`src/cit_consts.vh`:
```
// Constants for the camera I/O and acquisition trigger block.
// Included by the design file; definitions only.
`ifndef CIT_CONSTS_VH
`define CIT_CONSTS_VH

// System clock rate and the unit of every programmed time
`define CIT_CLK_MHZ         20
`define CIT_UNIT_US         1
`define CIT_SUB_W           5
`define CIT_TIME_W          16
`define CIT_SEQ_W           24

// Output source codes
`define CIT_SRC_W           4
`define CIT_SRC_OFF         4'h0
`define CIT_SRC_HOST        4'h1
`define CIT_SRC_FRAME_BEGIN 4'h2
`define CIT_SRC_INTEG_BEGIN 4'h3
`define CIT_SRC_INTEG_END   4'h4
`define CIT_SRC_XFER_BEGIN  4'h5
`define CIT_SRC_XFER_END    4'h6
`define CIT_SRC_ACCEPTED    4'h7
`define CIT_SRC_REJECTED    4'h8
`define CIT_SRC_TIMER_DONE  4'h9
`define CIT_SRC_CNTR_DONE   4'ha
`define CIT_SRC_INPUT_ONE   4'hb
`define CIT_SRC_INPUT_TWO   4'hc
`define CIT_SRC_LINK        4'hd
`define CIT_SRC_INTEG_LEVEL 4'he
`define CIT_SRC_NUM         16

// Pulse edge select codes
`define CIT_EDGE_W          2
`define CIT_EDGE_UP         2'h0
`define CIT_EDGE_DOWN       2'h1
`define CIT_EDGE_BOTH       2'h2

// Start source codes
`define CIT_TSRC_W          3
`define CIT_TSRC_PIN_ONE    3'h0
`define CIT_TSRC_PIN_TWO    3'h1
`define CIT_TSRC_LINK       3'h2
`define CIT_TSRC_TIMER      3'h3
`define CIT_TSRC_COUNTER    3'h4
`define CIT_TSRC_SOFTWARE   3'h5

// Early start policy codes
`define CIT_POLICY_OFF      1'b0
`define CIT_POLICY_READOUT  1'b1

// Sensor gap between integration end and transfer begin, in cycles
`define CIT_GAP_CYCLES      8

`endif

```
`src/cit_io_trigger.v`:
```
// Camera digital I/O and acquisition trigger control: input filters, output
// source multiplexers with pulse generators, and the frame sequencer.
// Assumes one 20 MHz clock; pins and the link request are asynchronous.
`timescale 1ns/1ps
`include "cit_consts.vh"

module cit_io_trigger #(
  parameter NIN  = 2,
  parameter NOUT = 4
) (
  input  wire                            CLK_SYS,
  input  wire                            RST_N,
  input  wire [NIN-1:0]                  INPUT_PIN,
  input  wire                            LINK_REQUEST_ZERO,
  input  wire                            FIRST_TIMER_DONE_EVENT,
  input  wire                            FIRST_COUNTER_DONE_EVENT,
  input  wire                            SOFTWARE_START,
  input  wire [`CIT_TIME_W-1:0]          INPUT_GLITCH_FILTER_TIME,
  input  wire [NIN+NOUT-1:0]             PIN_POLARITY_FLIP,
  input  wire [NOUT-1:0]                 PIN_DIRECTION,
  input  wire [NOUT*`CIT_SRC_W-1:0]      OUTPUT_SOURCE_SELECT,
  input  wire [NOUT*`CIT_EDGE_W-1:0]     PULSE_EDGE_SELECT,
  input  wire [NOUT*`CIT_TIME_W-1:0]     PULSE_LEAD_TIME,
  input  wire [NOUT*`CIT_TIME_W-1:0]     PULSE_WIDTH_TIME,
  input  wire [NOUT-1:0]                 HOST_OUTPUT_LEVEL,
  input  wire                            EXTERNAL_START_ENABLE,
  input  wire [`CIT_TSRC_W-1:0]          START_SOURCE_SELECT,
  input  wire                            EARLY_START_POLICY,
  input  wire [`CIT_SEQ_W-1:0]           INTEGRATION_TIME,
  input  wire [`CIT_SEQ_W-1:0]           TRANSFER_TIME,
  input  wire [`CIT_SEQ_W-1:0]           FRAME_PERIOD_TIME,
  output wire [NOUT-1:0]                 OUTPUT_PIN_O,
  output wire [NOUT-1:0]                 OUTPUT_PIN_OE,
  output wire [NIN+NOUT-1:0]             LINE_STATUS,
  output wire                            FRAME_ACTIVE,
  output wire                            INTEGRATION_ACTIVE,
  output wire                            TRANSFER_ACTIVE
);

  localparam US_CYC = `CIT_CLK_MHZ * `CIT_UNIT_US;
  localparam [`CIT_SUB_W-1:0] US_LAST = US_CYC - 1;
  localparam [`CIT_SEQ_W-1:0] GAP_LAST = `CIT_GAP_CYCLES - 1;

  localparam [1:0] SQ_IDLE  = 2'h0;
  localparam [1:0] SQ_INTEG = 2'h1;
  localparam [1:0] SQ_GAP   = 2'h2;
  localparam [1:0] SQ_XFER  = 2'h3;

  localparam [1:0] PG_IDLE  = 2'h0;
  localparam [1:0] PG_LEAD  = 2'h1;
  localparam [1:0] PG_PULSE = 2'h2;

  // Input pins: synchronise, filter, then apply polarity
  wire [NIN-1:0] in_level;
  genvar gi;
  generate
    for (gi = 0; gi < NIN; gi = gi + 1) begin : g_in
      reg                   sync1_ff;
      reg                   sync2_ff;
      reg                   stable_ff;
      reg [`CIT_SUB_W-1:0]  sub_ff;
      reg [`CIT_TIME_W-1:0] cnt_ff;
      always @(posedge CLK_SYS) begin
        if (!RST_N) begin
          sync1_ff  <= 1'b0;
          sync2_ff  <= 1'b0;
          stable_ff <= 1'b0;
          sub_ff    <= {`CIT_SUB_W{1'b0}};
          cnt_ff    <= {`CIT_TIME_W{1'b0}};
        end else begin
          sync1_ff <= INPUT_PIN[gi];
          sync2_ff <= sync1_ff;
          if (sync2_ff == stable_ff) begin
            sub_ff <= {`CIT_SUB_W{1'b0}};
            cnt_ff <= {`CIT_TIME_W{1'b0}};
          end else if (cnt_ff == INPUT_GLITCH_FILTER_TIME) begin
            stable_ff <= sync2_ff;
            sub_ff    <= {`CIT_SUB_W{1'b0}};
            cnt_ff    <= {`CIT_TIME_W{1'b0}};
          end else if (sub_ff == US_LAST) begin
            sub_ff <= {`CIT_SUB_W{1'b0}};
            cnt_ff <= cnt_ff + 1'b1;
          end else begin
            sub_ff <= sub_ff + 1'b1;
          end
        end
      end
      assign in_level[gi] = stable_ff ^ PIN_POLARITY_FLIP[gi];
    end
  endgenerate

  // Link request synchroniser
  reg link_s1_ff;
  reg link_s2_ff;
  reg link_d_ff;
  reg [NIN-1:0] in_d_ff;
  always @(posedge CLK_SYS) begin
    if (!RST_N) begin
      link_s1_ff <= 1'b0;
      link_s2_ff <= 1'b0;
      link_d_ff  <= 1'b0;
      in_d_ff    <= {NIN{1'b0}};
    end else begin
      link_s1_ff <= LINK_REQUEST_ZERO;
      link_s2_ff <= link_s1_ff;
      link_d_ff  <= link_s2_ff;
      in_d_ff    <= in_level;
    end
  end

  // Start event from the selected source
  reg trig_evt;
  always @* begin
    case (START_SOURCE_SELECT)
      `CIT_TSRC_PIN_ONE:  trig_evt = in_level[0] & ~in_d_ff[0];
      `CIT_TSRC_PIN_TWO:  trig_evt = in_level[1] & ~in_d_ff[1];
      `CIT_TSRC_LINK:     trig_evt = link_s2_ff & ~link_d_ff;
      `CIT_TSRC_TIMER:    trig_evt = FIRST_TIMER_DONE_EVENT;
      `CIT_TSRC_COUNTER:  trig_evt = FIRST_COUNTER_DONE_EVENT;
      `CIT_TSRC_SOFTWARE: trig_evt = SOFTWARE_START;
      default:            trig_evt = 1'b0;
    endcase
  end

  // Frame sequencer
  reg [1:0]            sq_ff;
  reg [1:0]            nxt_sq;
  reg [`CIT_SUB_W-1:0] sq_sub_ff;
  reg [`CIT_SEQ_W-1:0] sq_cnt_ff;
  reg                  pend_ff;
  reg [`CIT_SUB_W-1:0] fp_sub_ff;
  reg [`CIT_SEQ_W-1:0] fp_cnt_ff;
  reg                  free_req_ff;
  reg                  accept_ff;
  reg                  reject_ff;

  wire sq_done = (sq_ff == SQ_GAP) ? (sq_cnt_ff == GAP_LAST) :
                 (sq_ff == SQ_INTEG) ? (sq_cnt_ff >= INTEGRATION_TIME) :
                 (sq_cnt_ff >= TRANSFER_TIME);
  wire can_accept = (sq_ff == SQ_IDLE) & ~pend_ff |
                    (EARLY_START_POLICY == `CIT_POLICY_READOUT) & (sq_ff == SQ_XFER) & ~pend_ff;
  wire trig_take = EXTERNAL_START_ENABLE & trig_evt & can_accept;
  wire trig_drop = EXTERNAL_START_ENABLE & trig_evt & ~can_accept;
  wire start_req = EXTERNAL_START_ENABLE ? pend_ff : free_req_ff;
  wire fp_wrap   = (fp_cnt_ff >= FRAME_PERIOD_TIME) & (fp_sub_ff == US_LAST);

  always @* begin
    nxt_sq = sq_ff;
    case (sq_ff)
      SQ_IDLE:  if (start_req) nxt_sq = SQ_INTEG;
      SQ_INTEG: if (sq_done) nxt_sq = SQ_GAP;
      SQ_GAP:   if (sq_done) nxt_sq = SQ_XFER;
      SQ_XFER:  if (sq_done) nxt_sq = start_req ? SQ_INTEG : SQ_IDLE;
      default:  nxt_sq = SQ_IDLE;
    endcase
  end

  wire sq_move = (nxt_sq != sq_ff) | ((sq_ff == SQ_XFER) & sq_done);
  wire ev_integ_begin = sq_move & (nxt_sq == SQ_INTEG);
  wire ev_integ_end   = (sq_ff == SQ_INTEG) & sq_done;
  wire ev_xfer_begin  = (sq_ff == SQ_GAP) & sq_done;
  wire ev_xfer_end    = (sq_ff == SQ_XFER) & sq_done;

  always @(posedge CLK_SYS) begin
    if (!RST_N) begin
      sq_ff       <= SQ_IDLE;
      sq_sub_ff   <= {`CIT_SUB_W{1'b0}};
      sq_cnt_ff   <= {`CIT_SEQ_W{1'b0}};
      pend_ff     <= 1'b0;
      fp_sub_ff   <= {`CIT_SUB_W{1'b0}};
      fp_cnt_ff   <= {`CIT_SEQ_W{1'b0}};
      free_req_ff <= 1'b0;
      accept_ff   <= 1'b0;
      reject_ff   <= 1'b0;
    end else begin
      sq_ff     <= nxt_sq;
      accept_ff <= trig_take;
      reject_ff <= trig_drop;
      if (sq_move) begin
        sq_sub_ff <= {`CIT_SUB_W{1'b0}};
        sq_cnt_ff <= {`CIT_SEQ_W{1'b0}};
      end else if (sq_ff == SQ_GAP || sq_sub_ff == US_LAST) begin
        sq_sub_ff <= {`CIT_SUB_W{1'b0}};
        sq_cnt_ff <= sq_cnt_ff + 1'b1;
      end else begin
        sq_sub_ff <= sq_sub_ff + 1'b1;
      end
      // Accepted trigger waits for idle or transfer end
      if (trig_take)
        pend_ff <= 1'b1;
      else if (ev_integ_begin || !EXTERNAL_START_ENABLE)
        pend_ff <= 1'b0;
      // Free run period counter; a late frame waits until idle or transfer end
      if (EXTERNAL_START_ENABLE || fp_wrap) begin
        fp_sub_ff <= {`CIT_SUB_W{1'b0}};
        fp_cnt_ff <= {`CIT_SEQ_W{1'b0}};
      end else if (fp_sub_ff == US_LAST) begin
        fp_sub_ff <= {`CIT_SUB_W{1'b0}};
        fp_cnt_ff <= fp_cnt_ff + 1'b1;
      end else begin
        fp_sub_ff <= fp_sub_ff + 1'b1;
      end
      if (EXTERNAL_START_ENABLE)
        free_req_ff <= 1'b0;
      else if (fp_wrap)
        free_req_ff <= 1'b1;
      else if (ev_integ_begin)
        free_req_ff <= 1'b0;
    end
  end

  wire integ_level = (sq_ff == SQ_INTEG);

  // Source signals indexed by output source code
  wire [`CIT_SRC_NUM-1:0] src_sig;
  assign src_sig[0]  = 1'b0;
  assign src_sig[1]  = 1'b0;
  assign src_sig[2]  = ev_integ_begin;
  assign src_sig[3]  = ev_integ_begin;
  assign src_sig[4]  = ev_integ_end;
  assign src_sig[5]  = ev_xfer_begin;
  assign src_sig[6]  = ev_xfer_end;
  assign src_sig[7]  = accept_ff;
  assign src_sig[8]  = reject_ff;
  assign src_sig[9]  = FIRST_TIMER_DONE_EVENT;
  assign src_sig[10] = FIRST_COUNTER_DONE_EVENT;
  assign src_sig[11] = in_level[0];
  assign src_sig[12] = in_level[1];
  assign src_sig[13] = link_s2_ff;
  assign src_sig[14] = 1'b0;
  assign src_sig[15] = 1'b0;

  // Output lines: edge detect, lead, pulse, multiplex
  genvar go;
  generate
    for (go = 0; go < NOUT; go = go + 1) begin : g_out
      wire [`CIT_SRC_W-1:0]  sel  = OUTPUT_SOURCE_SELECT[go*`CIT_SRC_W +: `CIT_SRC_W];
      wire [`CIT_EDGE_W-1:0] esel = PULSE_EDGE_SELECT[go*`CIT_EDGE_W +: `CIT_EDGE_W];
      wire [`CIT_TIME_W-1:0] lead = PULSE_LEAD_TIME[go*`CIT_TIME_W +: `CIT_TIME_W];
      wire [`CIT_TIME_W-1:0] wdth = PULSE_WIDTH_TIME[go*`CIT_TIME_W +: `CIT_TIME_W];
      wire                   s    = src_sig[sel];
      reg                    s_d_ff;
      reg  [1:0]             pg_ff;
      reg  [`CIT_SUB_W-1:0]  sub_ff;
      reg  [`CIT_TIME_W-1:0] cnt_ff;
      reg                    out_ff;
      reg                    oe_ff;
      reg                    lvl;
      wire rise = s & ~s_d_ff;
      wire fall = ~s & s_d_ff;
      wire hit  = (esel == `CIT_EDGE_UP)   ? rise :
                  (esel == `CIT_EDGE_DOWN) ? fall :
                  (esel == `CIT_EDGE_BOTH) ? (rise | fall) : 1'b0;
      wire limit = (pg_ff == PG_LEAD) ? (cnt_ff == lead) : (cnt_ff == wdth);
      always @* begin
        case (sel)
          `CIT_SRC_HOST:        lvl = HOST_OUTPUT_LEVEL[go];
          `CIT_SRC_INTEG_LEVEL: lvl = integ_level;
          default:              lvl = (pg_ff == PG_PULSE);
        endcase
      end
      always @(posedge CLK_SYS) begin
        if (!RST_N) begin
          s_d_ff <= 1'b0;
          pg_ff  <= PG_IDLE;
          sub_ff <= {`CIT_SUB_W{1'b0}};
          cnt_ff <= {`CIT_TIME_W{1'b0}};
          out_ff <= 1'b0;
          oe_ff  <= 1'b0;
        end else begin
          s_d_ff <= s;
          out_ff <= lvl ^ PIN_POLARITY_FLIP[NIN+go];
          oe_ff  <= PIN_DIRECTION[go] & (sel != `CIT_SRC_OFF);
          case (pg_ff)
            PG_IDLE: begin
              sub_ff <= {`CIT_SUB_W{1'b0}};
              cnt_ff <= {`CIT_TIME_W{1'b0}};
              if (hit && sel >= `CIT_SRC_FRAME_BEGIN && sel <= `CIT_SRC_LINK)
                pg_ff <= PG_LEAD;
            end
            PG_LEAD, PG_PULSE: begin
              if (limit) begin
                sub_ff <= {`CIT_SUB_W{1'b0}};
                cnt_ff <= {`CIT_TIME_W{1'b0}};
                if (pg_ff == PG_LEAD && wdth != {`CIT_TIME_W{1'b0}})
                  pg_ff <= PG_PULSE;
                else
                  pg_ff <= PG_IDLE;
              end else if (sub_ff == US_LAST) begin
                sub_ff <= {`CIT_SUB_W{1'b0}};
                cnt_ff <= cnt_ff + 1'b1;
              end else begin
                sub_ff <= sub_ff + 1'b1;
              end
            end
            default: pg_ff <= PG_IDLE;
          endcase
        end
      end
      assign OUTPUT_PIN_O[go]       = out_ff;
      assign OUTPUT_PIN_OE[go]      = oe_ff;
      assign LINE_STATUS[NIN+go]    = out_ff;
    end
  endgenerate

  assign LINE_STATUS[NIN-1:0] = in_level;
  assign FRAME_ACTIVE         = (sq_ff != SQ_IDLE);
  assign INTEGRATION_ACTIVE   = integ_level;
  assign TRANSFER_ACTIVE      = (sq_ff == SQ_XFER);

endmodule

```
`config.mk`:
```
export PLATFORM = sky130hd
export DESIGN_NAME = cit_io_trigger
export DESIGN_NICKNAME = d
export VERILOG_FILES = /design/src/cit_io_trigger.v
export VERILOG_INCLUDE_DIRS = /design/src /design/src/src
export SDC_FILE = /design/constraint.sdc
export NUM_CORES = 1
export LEC_CHECK = 0
export BUFFER_PORTS_ARGS = -buffer_cell sky130_fd_sc_hd__buf_4
export CORE_AREA = 2 2 184 186
export CTS_CLUSTER_SIZE = 24
export DETAILED_ROUTE_END_ITERATION = 12
export DIE_AREA = 0 0 186 188
export PLACE_DENSITY_LB_ADDON = 0.08
export SYNTH_ARGS = -nofsm -noshare
export SYNTH_HDL_FRONTEND = slang
export SYNTH_SLANG_ARGS = --single-unit
export TNS_END_PERCENT = 1
```
`constraint.sdc`:
```
create_clock -name CLK_SYS -period 5 [get_ports CLK_SYS]
set_input_delay 0.5 -clock CLK_SYS [delete_from_list [all_inputs] [get_ports CLK_SYS]]
set_output_delay 0.5 -clock CLK_SYS [all_outputs]
set_load 0.01 [all_outputs]
```
* Word level (Yosys, flattened, before mapping)
Index checks and enable logic that the tools add are counted.
Storage, ports and cells: bits in registers 221, bits of input ports 267, output and inout bits 17, word-level logic and storage cells 345
Operators by class: add/sub/neg operators 16, order comparisons 15, eq/ne operators 67, muxes and demuxes 82, bitwise operators 54, reduce and logical (&&, ||, !) cells 64
Operators by type and width (number):
- $eq 16x16->1 | 10
- $mux 16 | 8
- $pmux 16 s2 | 4
- $add 16x1->16 const B | 6
- $ge 24x24->1 | 3
- $reduce_bool 16->1 | 4
- $add 24x1->24 const B | 2
- $add 5x1->5 const B | 8
- $eq 5x5->1 const B | 8
- $mux 5 | 8
- $pmux 5 s2 | 4
- $mux 2 | 16
- $mux 1 | 28
- $and 1x1->1 | 26
- $eq 24x3->1 const B | 1
- $eq 2x1->1 const B | 10
- $eq 2x2->1 const B | 10
- $lt 4x5->1 const B | 4
- $reduce_and 2->1 | 10
- $logic_not 2->1 | 9
- $bmux 1 s4 | 4
- $eq 4x1->1 const B | 4
- $eq 4x4->1 const B | 4
- $ge 4x2->1 const B | 4
- other kinds (24) | 103

* Logic depth before layout (Yosys ltp)
Gate-level depths: netlist (run 1).
depth in word-level cells 20, mapped depth 17, gate-level depth less buffers 17

* Least setup slack after synthesis (run 1)
No wires, ideal clock.
path kind input port to flip-flop, start point input port TRANSFER_TIME[21], end point register g_out[1].pg_ff[1], setup time 0.070 ns, arrival time 3.677 ns, data required time 4.930 ns, path slack 1.253 ns, stages on the path 17, buffers on the path 0, path through inv_1 ha_1 a211oi_1 nor2_1 nor3_1 nand3_1 o221ai_1 o221ai_1 inv_1 ha_1 nor2_1 nand2_1 o21ai_0 nand3_1 a21o_1 or4_1 a21oi_1
Between the ends: longest elaborated chain between the ends 20, elaborated cells between the ends (all ways) 27, those cells by class 1 x order compare; 3 x eq/ne; 11 x mux; 9 x bitwise; 3 x reduce/logical
Ends and longest elaborated chain:
- from (decl) | line cit_io_trigger.v:30 | input wire [`CIT_SEQ_W-1:0] TRANSFER_TIME,
- $ge 24x24->1 (*) | line cit_io_trigger.v:139 | (sq_cnt_ff >= TRANSFER_TIME);
- $mux 1 (*) | line cit_io_trigger.v:138 | (sq_ff == SQ_INTEG) ? (sq_cnt_ff >= INTEGRATION_TIME) :
- $mux 1 (*) | line cit_io_trigger.v:137 | wire sq_done = (sq_ff == SQ_GAP) ? (sq_cnt_ff == GAP_LAST) :
- $mux 2 (on tied branches) | line cit_io_trigger.v:153, cit_io_trigger.v:151, cit_io_trigger.v:152
- $pmux 2 s4 | line cit_io_trigger.v:149 | case (sq_ff)
- $ne 2x2->1 | line cit_io_trigger.v:158 | wire sq_move = (nxt_sq != sq_ff) | ((sq_ff == SQ_XFER) & sq_done);
- $or 1x1->1 | line cit_io_trigger.v:158
- $and 1x1->1 | line cit_io_trigger.v:159 | wire ev_integ_begin = sq_move & (nxt_sq == SQ_INTEG);
- (+2 left out)
- via g_out[1].s | line cit_io_trigger.v:241 | wire s = src_sig[sel];
- (+1 left out)
- $and 1x1->1 | line cit_io_trigger.v:250 | wire fall = ~s & s_d_ff;
- $or 1x1->1 | line cit_io_trigger.v:253 | (esel == `CIT_EDGE_BOTH) ? (rise | fall) : 1'b0;
- $mux 1 | line cit_io_trigger.v:253
- $mux 1 | line cit_io_trigger.v:252 | (esel == `CIT_EDGE_DOWN) ? fall :
- $mux 1 (*) | line cit_io_trigger.v:251 | wire hit = (esel == `CIT_EDGE_UP) ? rise :
- $logic_and 1x1->1 (no line) (*) (2 in series)
- $ne 2x2->1 (no line) (*)
- $reduce_and 2->1 (no line) (*)
- to (signal assigned) | line cit_io_trigger.v:265 | pg_ff <= PG_IDLE;
- to (signal assigned) | line cit_io_trigger.v:279 | pg_ff <= PG_LEAD;
- to (signal assigned) | line cit_io_trigger.v:286 | pg_ff <= PG_PULSE;
- to (decl) | line cit_io_trigger.v:243 | reg [1:0] pg_ff;
The timed path passes the listed nets; every way through them passes the cells marked *. The select of a mux whose other input is x is not followed. A chain may end at the register's enable or synchronous reset.

* Worst setup path after layout (run 1)
start point register sq_cnt_ff[21], end point register g_out[1].pg_ff[1]
Between the ends: longest elaborated chain between the ends 20, elaborated cells between the ends (all ways) 29, those cells by class 2 x order compare; 4 x eq/ne; 11 x mux; 9 x bitwise; 3 x reduce/logical
Ends and longest elaborated chain:
- from (decl) | line cit_io_trigger.v:129 | reg [`CIT_SEQ_W-1:0] sq_cnt_ff;
- from (signal assigned) | line cit_io_trigger.v:168 | sq_cnt_ff <= {`CIT_SEQ_W{1'b0}};
- from (signal assigned) | line cit_io_trigger.v:181 | sq_cnt_ff <= {`CIT_SEQ_W{1'b0}};
- from (signal assigned) | line cit_io_trigger.v:184 | sq_cnt_ff <= sq_cnt_ff + 1'b1;
- $ge 24x24->1 (on tied branches) | line cit_io_trigger.v:139, cit_io_trigger.v:138
- $mux 1 | line cit_io_trigger.v:138
- $mux 1 (*) | line cit_io_trigger.v:137
- $mux 2 (on tied branches) | line cit_io_trigger.v:153, cit_io_trigger.v:151, cit_io_trigger.v:152
- $pmux 2 s4 | line cit_io_trigger.v:149
- $ne 2x2->1 | line cit_io_trigger.v:158
- $or 1x1->1 | line cit_io_trigger.v:158
- $and 1x1->1 | line cit_io_trigger.v:159
- (+2 left out)
- via g_out[1].s | line cit_io_trigger.v:241
- (+1 left out)
- $and 1x1->1 | line cit_io_trigger.v:250
- $or 1x1->1 | line cit_io_trigger.v:253
- $mux 1 | line cit_io_trigger.v:253
- $mux 1 | line cit_io_trigger.v:252
- $mux 1 (*) | line cit_io_trigger.v:251
- $logic_and 1x1->1 (no line) (*) (2 in series)
- $ne 2x2->1 (no line) (*)
- $reduce_and 2->1 (no line) (*)
Marked as above.

==> out/metrics.yaml, run 1 <==
setup_path:
  crit_path_max_fanout: 6
  cp.required_ps: 5460
  cp.arrival_ps: 4720
  critPathCaptureType: "flop"
  r2r-end: "g_out[1].pg_ff[1]"
  worstSetupPathType: "flop to flop"
  crit_chain: "ha_1 -> nand4_1 -> or4_1 -> a31oi_1 -> o2111ai_1 -> o221ai_1 -> inv_1 -> ha_1 -> nor2_1 -> nand2_1 -> o21ai_0 -> nand3_1 -> a21o_1 -> or4_1 -> a21oi_1"
  r2r_start: "sq_cnt_ff[21]"
  critPathSlowestCell: "a31oi_1"
  ff2ff_path_depth: 15
  r2r_slack_ps: 750
  start_kind: "flop"
  max_stage_delay_ps: 630
sta:
  slew_headroom: 0.333
  slew_viol_final: 0
  worstMarginPinSlew_ps: 988
  fin_skew_ps: 6.70
  fmax_ghz: 0.235
  hold_viol: 0
  finalSetupViolCount: 0
  timing.hold.ws_ps: 174
  layout_worst_path_cycle_share: 0.851
  rsz0062_at_grt: "false"
  fin_crit_ps: 4250
  tns_ps: 0
clocking:
  postCtsHoldBufs: 0
  cts_buffers: 28
  clk_path_buf_depth: 3
  cts_setup_buffers: 0
  clock-sinks: 221
  clock-root-buffer: "clkbuf_16"
  htree_num_levels: 1
  cts_resized: 0
  clock_latency_ps: 540
  cts_tree: "done"
  cts.reportedPaths.clkPinSlew_ps: 60
logic_synthesis:
  yosys-mux-area-fraction: 0.0641
  syn_area_per_cell_um2: 8.32
  synthFlopType: "dfxtp_1"
  synth_area_um2: 14600
  synthArstFlopShare: 0
  synth_top_family_by_area: "simple AND/OR/NAND/NOR gates"
  synth_edf_count: 0
  syn_inst: 1754
  synth.distinct_cells: 68
  synth_compound_area_frac: 0.121
  ys_ff_latch: 221
  synth-xor-area-share: 0.136
  synthAdderAreaFrac: 0.0969
  synth-simple-area-share: 0.222
  syn_nets: 2134
  yosysSeqAreaShare: 0.303
  synth_warnings: 0
drt:
  wl_per_cell_um: 15.4
  totalWireLength_mm: 38.2
  drt-initial-drc-count: 624
  ant_nets: 0
  drcViolationCount: 0
  viasPerCell: 5.29
  dr.pass1.iters: 5
  vias: 13100
placement:
  place_hpwl_mm: 29.4
  dpl.cell_count: 2431
  numPortBuffers: 283
  routabilityCongestion: 0.873
global_route:
  grt_pass1_wl_mm: 62.5
  grt_usage: 0.215
  gr-total-overflow: 0
  grt_max_degree: 35
  grt_pass1_vias: 12900
  grt_antenna_before_repair: 1
die:
  die_area_um2: 35000
  coreArea_um2: 33100
  num_io_pins: 284
  start_util: 0.441
  chipHeight_um: 188
  core.rowCount: 67
  fp.dieW_um: 186
power_and_ir_drop:
  power_frac_comb: 0.197
  pwr-share-seq: 0.375
  p_leak_nw: 7.52
  netSwitchingPower_mw: 1.36
  switching_share: 0.276
  clkPwrFrac: 0.428
  max-vdd-ir-drop_mv: 0.244
  p_int_mw: 3.56
  power_density_nw_per_um2: 274
layout:
  layout_common_cells: "buf_4, dfxtp_1, nor2_1, xor2_1, inv_1"
  final_common_cell: "buf_4"
  drive_gt1_frac: 0.179
  nets: 2393
  fin_cells: 2482
  n_antenna_cell: 0
  area_growth_pct: 23.3
worst_hold_path:
  hp-class: "input pin to flop"
  holdPathEnd: "g_in[1].sync1_ff"
  hold_depth: 2
  hold_start: "INPUT_PIN[1]"
job:
  drv.max_cap_violation_count: 0
status:
  status: "finished, final reports clean"
==> layout make-up <==
type	instances	area [µm²]
fillers	3147	15100
multi-input cells	1344	9330
flip-flops and latches	221	4420
repair buffers	298	2240
clock buffers	39	833
well taps	448	561
inverters	120	450
clock inverters	12	148
==> flip-flops by register name, indices dropped and copies added (netlist names), 5 cells and up <==
register      cells
g_in.sub_ff      10
g_out.sub_ff     20
g_out.pg_ff       8
g_out.cnt_ff     64
sq_sub_ff         5
g_in.cnt_ff      32
sq_cnt_ff        24
fp_sub_ff         5
fp_cnt_ff        24
==> synthesized netlist by cell type, types with 7 or more instances <==
cell type  count  share of area
buf_4         14         0.0072
nand4_1       55          0.024
or4_1         10         0.0051
nor3b_1        9         0.0046
nand3b_1       9         0.0046
a21o_1        14         0.0072
or3_1         22         0.0094
mux2i_1       81          0.056
and4_1        10         0.0060
o21ai_0       66          0.023
a2111oi_0      7         0.0042
dfxtp_1      221           0.30
nor2_1       198          0.051
xnor2_1       88          0.053
and2_1        21         0.0090
nor2b_1       14         0.0060
nand2_1      100          0.026
a21oi_1       91          0.031
ha_1         113          0.097
nor3_1        19         0.0065
clkbuf_1      40          0.010
xor2_1       138          0.083
buf_2          7         0.0024
nor4_1        35          0.015
inv_1        120          0.031
and3_1        24          0.010
nand2b_1       8         0.0034
nand3_1       86          0.029
a211oi_1      23          0.012
==> critical path: cells and delay by family, from the launching register on <==
family                   cells  cell delay (ps)
flip-flops                   1              380
AO/OA/AOI/OAI                6             1590
AND/OR/NAND/NOR              6             1490
adder cells (fa/ha/maj)      2              630
buffers and inverters        1               80
==> per-layer routing <==
layer / vias to the layer above / GRT usage / share of wire
li1: 6692 / - / -
met1: 6078 / 0.279 / 0.45
met2: 292 / 0.366 / 0.47
met3: 56 / 0.0402 / 0.060
met4: 2 / 0.0509 / 0.020
met5: - / 0 / 0.00042
==> power groups by stage <==
stage                     registers, mW  clock network [mW]  logic [mW]
after global placement             1.88                   0       0.969
final                              1.85                2.11       0.971
after floorplan                    1.87                   0       0.607
after CTS                          1.84                2.16       0.979
after global routing               1.85                2.23        1.07
after detailed placement           1.88                   0       0.974
==> cell families after synthesis <==
kind of cell / count (synthesis)
and+or+nand+nor: 641
AOI/OAI and AO/OA: 276
xor gates and xnor gates: 226
DFF: 221
buffers and inverters: 189
adders and majority gates: 113
muxes: 88
==> worst max path at each step <==
stage,to,start,slack (ps),cells after the start
after global routing,g_out[1].pg_ff[1],sq_cnt_ff[21],460,15
final,g_out[1].pg_ff[1],sq_cnt_ff[21],750,15
after floorplan,g_out[1].pg_ff[1],TRANSFER_TIME[21],1250,17
after CTS,g_out[1].pg_ff[1],sq_cnt_ff[21],730,15
after detailed placement,g_out[1].pg_ff[1],TRANSFER_TIME[21],550,17
after global placement,g_out[1].pg_ff[1],TRANSFER_TIME[21],680,17
==> per-stage QoR <==
| stage | power (mW) | worst slack, ps | instance area (µm²) | util |
|---|---|---|---|---|
| floorplan | 2.48 | 1250 | 14600 | - |
| global placement | 2.85 | 679 | 17000 | 0.514 |
| detailed placement | 2.86 | 553 | 17000 | 0.514 |
| CTS | 4.98 | 730 | 18000 | 0.543 |
| global route | 5.16 | 459 | 18000 | 0.543 |
| finish | 4.92 | 747 | 18000 | 0.543 |
Power figures use the tool's default switching activity.
==> run 2: changes to the inputs <==
CORE_AREA = 2 2 166 168   (was 2 2 184 186)
DIE_AREA = 0 0 168 170   (was 0 0 186 188)
==> out/metrics.yaml, run 2 (synthesized netlist as in run 1, its figures left out) <==
status:
  status: "finished, final reports clean"  # unchanged
die:
  num_io_pins: 284  # unchanged
  core.rowCount: 60  # was 67
  coreArea_um2: 26700  # was 33100 µm²
  fp.dieW_um: 168  # was 186 µm
  die_area_um2: 28600  # was 35000 µm²
  chipHeight_um: 170  # was 188 µm
  start_util: 0.547  # was 0.441
clocking:
  clock-root-buffer: "clkbuf_16"  # unchanged
  cts_tree: "done"  # unchanged
  clock-sinks: 221  # unchanged
  cts_buffers: 26  # was 28
  clock_latency_ps: 520  # was 540 ps
  cts_setup_buffers: 0  # unchanged
  cts_resized: 0  # unchanged
  clk_path_buf_depth: 3  # unchanged
  htree_num_levels: 1  # unchanged
  postCtsHoldBufs: 0  # unchanged
  cts.reportedPaths.clkPinSlew_ps: 60  # about the same
global_route:
  grt_antenna_before_repair: 1  # unchanged
  grt_pass1_vias: 13000  # was 12.9k
  grt_max_degree: 35  # unchanged
  grt_usage: 0.256  # was 0.215
  gr-total-overflow: 0  # unchanged
  grt_pass1_wl_mm: 62.0  # was 62.5 mm
layout:
  largest_reg_flops: 64  # unchanged
  n_antenna_cell: 0  # unchanged
  design_area_um2: 17800  # was 18000 µm²
  largest_register: "g_out.cnt_ff"  # unchanged
  top_regs: "g_out.cnt_ff x64, g_in.cnt_ff x32"  # unchanged
  layout_common_cells: "buf_4, dfxtp_1, nor2_1, xor2_1, inv_1"  # unchanged
  area_growth_pct: 21.7  # was 23.3%
  drive_gt1_frac: 0.176  # was 0.179
  nets: 2388  # was 2393
  final_common_cell: "buf_4"  # unchanged
drt:
  viasPerCell: 5.64  # was 5.29
  totalWireLength_mm: 37.4  # was 38.2 mm
  wl_per_cell_um: 15.8  # was 15.4 µm
  drt-initial-drc-count: 727  # was 624
  drcViolationCount: 0  # unchanged
  dr.pass1.iters: 5  # unchanged
  ant_nets: 0  # unchanged
  vias: 13400  # was 13.1k
power_and_ir_drop:
  power_density_nw_per_um2: 272  # was 274 nW/µm²
  p_leak_nw: 7.50  # was 7.52 nW
  max-vdd-ir-drop_mv: 0.243  # was 0.244 mV
worst_hold_path:
  hold_depth: 2  # unchanged
  hp-class: "input pin to flop"  # unchanged
  holdPathEnd: "g_in[1].sync1_ff"  # unchanged
  hold_start: "INPUT_PIN[1]"  # unchanged
placement:
  routabilityCongestion: 0.932  # was 0.873
  place_hpwl_mm: 28.6  # was 29.4 mm
  placed_area_um2: 16800  # was 17000 µm²
  numPortBuffers: 283  # unchanged
sta:
  tns_ps: 0  # unchanged
  fin_crit_ps: 4230  # was 4250 ps
  worstMarginPinSlew_ps: 1120  # was 988 ps
  layout_worst_path_cycle_share: 0.847  # was 0.851
  fin_skew_ps: 9.92  # was 6.70 ps
  slew_headroom: 0.249  # was 0.333
  slew_viol_final: 0  # unchanged
  hold_viol: 0  # unchanged
  rsz0062_at_grt: "false"  # unchanged
  fmax_ghz: 0.236  # was 0.235 GHz
  finalSetupViolCount: 0  # unchanged
setup_path:
  cp.arrival_ps: 4690  # was 4720 ps
  critPathCaptureType: "flop"  # unchanged
  crit_path_max_fanout: 6  # unchanged
  start_kind: "flop"  # unchanged
  cp.required_ps: 5450  # was 5460 ps
  r2r_slack_ps: 770  # was 750 ps
  worstSetupPathType: "flop to flop"  # unchanged
  r2r_start: "sq_cnt_ff[21]"  # unchanged
  ff2ff_path_depth: 15  # unchanged
  r2r-end: "g_out[1].pg_ff[1]"  # unchanged
job:
  drv.max_cap_violation_count: 0  # unchanged
## run 2: stage by stage
step	util	power (mW)	setup WS (ps)	std cells	hold WS, ps
2_1_floorplan	-	2.48	1250	1754	412
5_1_grt	0.667	5.03	507	2368	204
3_5_place_dp	0.632	2.84	566	2321	420
6_report	0.667	4.83	765	2368	190
4_1_cts	0.667	4.87	773	2368	176
3_3_place_gp	0.632	2.83	680	2321	420
## run 2: worst max-delay path, stage by stage, from the launching register on
cell       delay (ps)
dfxtp_1           380
ha_1              330
nand4_1           160
or4_1             600
a31oi_1           630
o2111ai_1         220
o221ai_1          310
inv_1              80
ha_1              290
nor2_1             80
nand2_1            50
o21ai_0            70
nand3_1           100
a21o_1            220
or4_1             500
a21oi_1           140
## run 2: how the worst max path moves through the flow
stage / start / to / slack [ps]
after floorplan: TRANSFER_TIME[21] / g_out[1].pg_ff[1] / 1250
after global placement: TRANSFER_TIME[21] / g_out[1].pg_ff[1] / 680
after detailed placement: TRANSFER_TIME[21] / g_out[1].pg_ff[1] / 570
after CTS: sq_cnt_ff[21] / g_out[1].pg_ff[1] / 770
after global routing: sq_cnt_ff[21] / g_out[1].pg_ff[1] / 510
final: sq_cnt_ff[21] / g_out[1].pg_ff[1] / 770
## run 2: final cells by class
type | instances | area [µm²]
inverters | 120 | 450
clock buffers | 33 | 718
well taps | 341 | 427
flip-flops and latches | 221 | 4420
clock inverters | 14 | 195
repair buffers | 295 | 2210
fillers | 2240 | 8890
multi-input cells | 1344 | 9330
## run 2: power breakdown
part           switching [mW]  internal (mW)  total [mW]  leakage, nW
registers              0.0409           1.80        1.84         1.79
clock network           0.747           1.27        2.02        0.458
logic                   0.522          0.444       0.966         5.25
total                    1.31           3.52        4.83         7.50
## run 2: routing by layer
metal / wire length, µm / up-vias / GRT usage
met5: 13 / - / 0
met2: 17900 / 378 / 0.455
li1: - / 6676 / -
met3: 2390 / 46 / 0.0428
met1: 16400 / 6260 / 0.326
met4: 658 / 2 / 0.0620
==> run 3: changes to the inputs <==
CORE_AREA = 2 2 173 175   (was 2 2 166 168)
DIE_AREA = 0 0 175 177   (was 0 0 168 170)
clock period = 3.5 ns   (was 5 ns; I/O delays follow)
==> out/metrics.yaml, run 3 (synthesized netlist as in run 1, its figures left out) <==
setup_path:
  max_stage_delay_ps: 560  # was 630 ps
  cp.arrival_ps: 3880  # was 4690 ps
  critPathSlowestCell: "or4_4"  # was a31oi_1
  r2r_start: "sq_cnt_ff[18]"  # was sq_cnt_ff[21]
  crit_chain: "ha_4 -> nand4_1 -> or4_4 -> nand4_1 -> o221ai_4 -> buf_6 -> o221ai_4 -> inv_2 -> ha_4 -> o21ai_1 -> o31ai_1 -> nor3_1 -> o21ai_1 -> a21oi_2 -> mux2i_1 -> nor2_1"  # was ha_1 -> nand4_1 -> or4_1 -> a31oi_1 -> o2111ai_1 -> o221ai_1 -> inv_1 -> ha_1 -> nor2_1 -> nand2_1 -> o21ai_0 -> nand3_1 -> a21o_1 -> or4_1 -> a21oi_1
  endpoint: "g_out[3].pg_ff[1]"  # was g_out[1].pg_ff[1]
  crit_path_max_fanout: 4  # was 6
  ff2ff_path_depth: 16  # was 15
  cp.required_ps: 3900  # was 5450 ps
  startpoint: "sq_cnt_ff[18]"  # was sq_cnt_ff[21]
  r2r_slack_ps: 10  # was 770 ps
  worstSetupPathType: "flop to flop"  # unchanged
  critPathCaptureType: "flop"  # unchanged
  r2r-end: "g_out[3].pg_ff[1]"  # was g_out[1].pg_ff[1]
  start_kind: "flop"  # unchanged
layout:
  fill_cells: 2534  # was 2240
  nets: 2452  # was 2388
  area_growth_pct: 28.4  # was 21.7%
  layout_common_cells: "buf_4, dfxtp_1, nor2_1, xor2_1, inv_1"  # unchanged
  drive_gt1_frac: 0.227  # was 0.176
  largest_register: "g_out.cnt_ff"  # unchanged
  top_regs: "g_out.cnt_ff x64, g_in.cnt_ff x32"  # unchanged
  final_common_cell: "buf_4"  # unchanged
  largest_reg_flops: 64  # unchanged
sta:
  finalSetupViolCount: 0  # unchanged
  layout_worst_path_cycle_share: 0.996  # was 0.847
  fin_crit_ps: 3490  # was 4230 ps
  fmax_ghz: 0.287  # was 0.236 GHz
  slew_viol_final: 0  # unchanged
  fin_skew_ps: 8.20  # was 9.92 ps
  hold_viol: 0  # unchanged
  slew_headroom: 0.457  # was 0.249
  timing.hold.ws_ps: 32.7  # was 190 ps
  setup_slack_ps: 14.0  # was 765 ps
  worstMarginPinSlew_ps: 812  # was 1120 ps
  rsz0062_at_grt: "true"  # was false
die:
  core.rowCount: 63  # was 60
  start_util: 0.499  # was 0.547
  die_area_um2: 31000  # was 28600 µm²
  coreArea_um2: 29200  # was 26700 µm²
  num_io_pins: 284  # unchanged
  fp.dieW_um: 175  # was 168 µm
  chipHeight_um: 177  # was 170 µm
clocking:
  clock_latency_ps: 520  # about the same
  cts_tree: "done"  # unchanged
  cts_buffers: 26  # unchanged
  postCtsHoldBufs: 0  # unchanged
  clock-root-buffer: "clkbuf_16"  # unchanged
  htree_num_levels: 1  # unchanged
  cts.reportedPaths.clkPinSlew_ps: 60  # about the same
  clk_path_buf_depth: 3  # unchanged
  clock-sinks: 221  # unchanged
placement:
  numPortBuffers: 283  # unchanged
  place_ws_ps: -414  # was 566 ps
  place_hpwl_mm: 29.7  # was 28.6 mm
  routabilityCongestion: 0.875  # was 0.932
power_and_ir_drop:
  power_density_nw_per_um2: 381  # was 272 nW/µm²
  p_leak_nw: 7.85  # was 7.50 nW
  max-vdd-ir-drop_mv: 0.344  # was 0.243 mV
global_route:
  grt_pass1_vias: 13100  # was 13.0k
  gr-total-overflow: 0  # unchanged
  grt_pass1_wl_mm: 62.7  # was 62.0 mm
  grt_antenna_before_repair: 1  # unchanged
  grt_usage: 0.242  # was 0.256
  grt_max_degree: 30  # was 35
drt:
  viasPerCell: 5.43  # was 5.64
  vias: 13500  # was 13.4k
  wl_per_cell_um: 15.7  # was 15.8 µm
  totalWireLength_mm: 38.9  # was 37.4 mm
  dr.pass1.iters: 5  # unchanged
  drcViolationCount: 0  # unchanged
  drt-initial-drc-count: 766  # was 727
  ant_nets: 0  # unchanged
status:
  status: "finished, final reports clean"  # unchanged
worst_hold_path:
  hp-class: "input pin to flop"  # unchanged
job:
  drv.max_cap_violation_count: 0  # unchanged
run 3: cell count changes in the layout (fill, tap and decap cells not counted), moves of 6 or more:
| cell | before | now |
|---|---|---|
| buf_6 | 0 | 6 |
| clkinv_2 | 9 | 2 |
| a21oi_1 | 91 | 84 |
| dfxtp_1 | 221 | 214 |
| o221ai_1 | 6 | 0 |
| ha_1 | 113 | 99 |
| ha_4 | 0 | 14 |
| buf_4 | 295 | 352 |
| clkbuf_1 | 4 | 11 |
run 3: where the power goes:
group	switching (mW)	internal (mW)	total (mW)
combinational	0.874	0.843	1.72
sequential	0.0491	2.58	2.63
clock	1.07	1.72	2.79
run 3: layer usage:
layer / global-route usage / wire length [µm]
met1: 0.300 / 16900
met2: 0.427 / 18800
met3: 0.0399 / 2080
met4: 0.0806 / 1120
met5: 0 / 13
run 3: how the worst min path moves through the flow:
stage / start / endpoint / cells after the start
floorplan: g_in[0].sync1_ff / g_in[0].sync2_ff / 1
global placement: g_in[1].sync1_ff / g_in[1].sync2_ff / 1
detailed placement: link_s1_ff / link_s2_ff / 1
CTS: INPUT_PIN[1] / g_in[1].sync1_ff / 2
global route: PIN_DIRECTION[1] / g_out[1].oe_ff / 2
finish: INPUT_PIN[1] / g_in[1].sync1_ff / 2
run 3: cell type report:
| cell class | instances | area, µm² | area share |
|---|---|---|---|
| multi-input cells | 1344 | 9750 | 0.520 |
| well taps | 390 | 488 | 0.0260 |
| inverters | 120 | 450 | 0.0240 |
| clock buffers | 42 | 772 | 0.0412 |
| clock inverters | 6 | 109 | 0.00581 |
| repair buffers | 359 | 2730 | 0.146 |
| diodes | 1 | 2.50 | 0.000134 |
| flip-flops and latches | 221 | 4440 | 0.237 |
run 3: worst max-delay path: cells and delay by family, from the launching register on:
family                     cells  cell delay [ps]
AOI/OAI and AO/OA              6              950
adders and majority gates      2              470
buffers and inverters          2              240
DFF                            1              350
muxes                          1              200
and+or+nand+nor                5             1150
run 3: metrics by stage:
| step | cell area (µm²) | setup TNS [ps] | power (mW) | util | cells |
|---|---|---|---|---|---|
| final | 18700 | 0 | 7.13 | 0.641 | 2483 |
| after detailed placement | 17400 | -1780 | 4.12 | 0.594 | 2430 |
| after CTS | 18300 | 0 | 6.98 | 0.627 | 2478 |
| after global placement | 17400 | -838 | 4.09 | 0.594 | 2430 |
| after global routing | 18700 | -299 | 7.47 | 0.641 | 2482 |
| after floorplan | 14600 | 0 | 3.54 | - | 1754 |
run 3: repair_timing:
action                                  CTS  global route
hold endpoints to repair                  0             0
pin swaps                                13            35
setup buffers                             0             5
gates resized for setup                  14            63
endpoints found under the setup margin    7             8
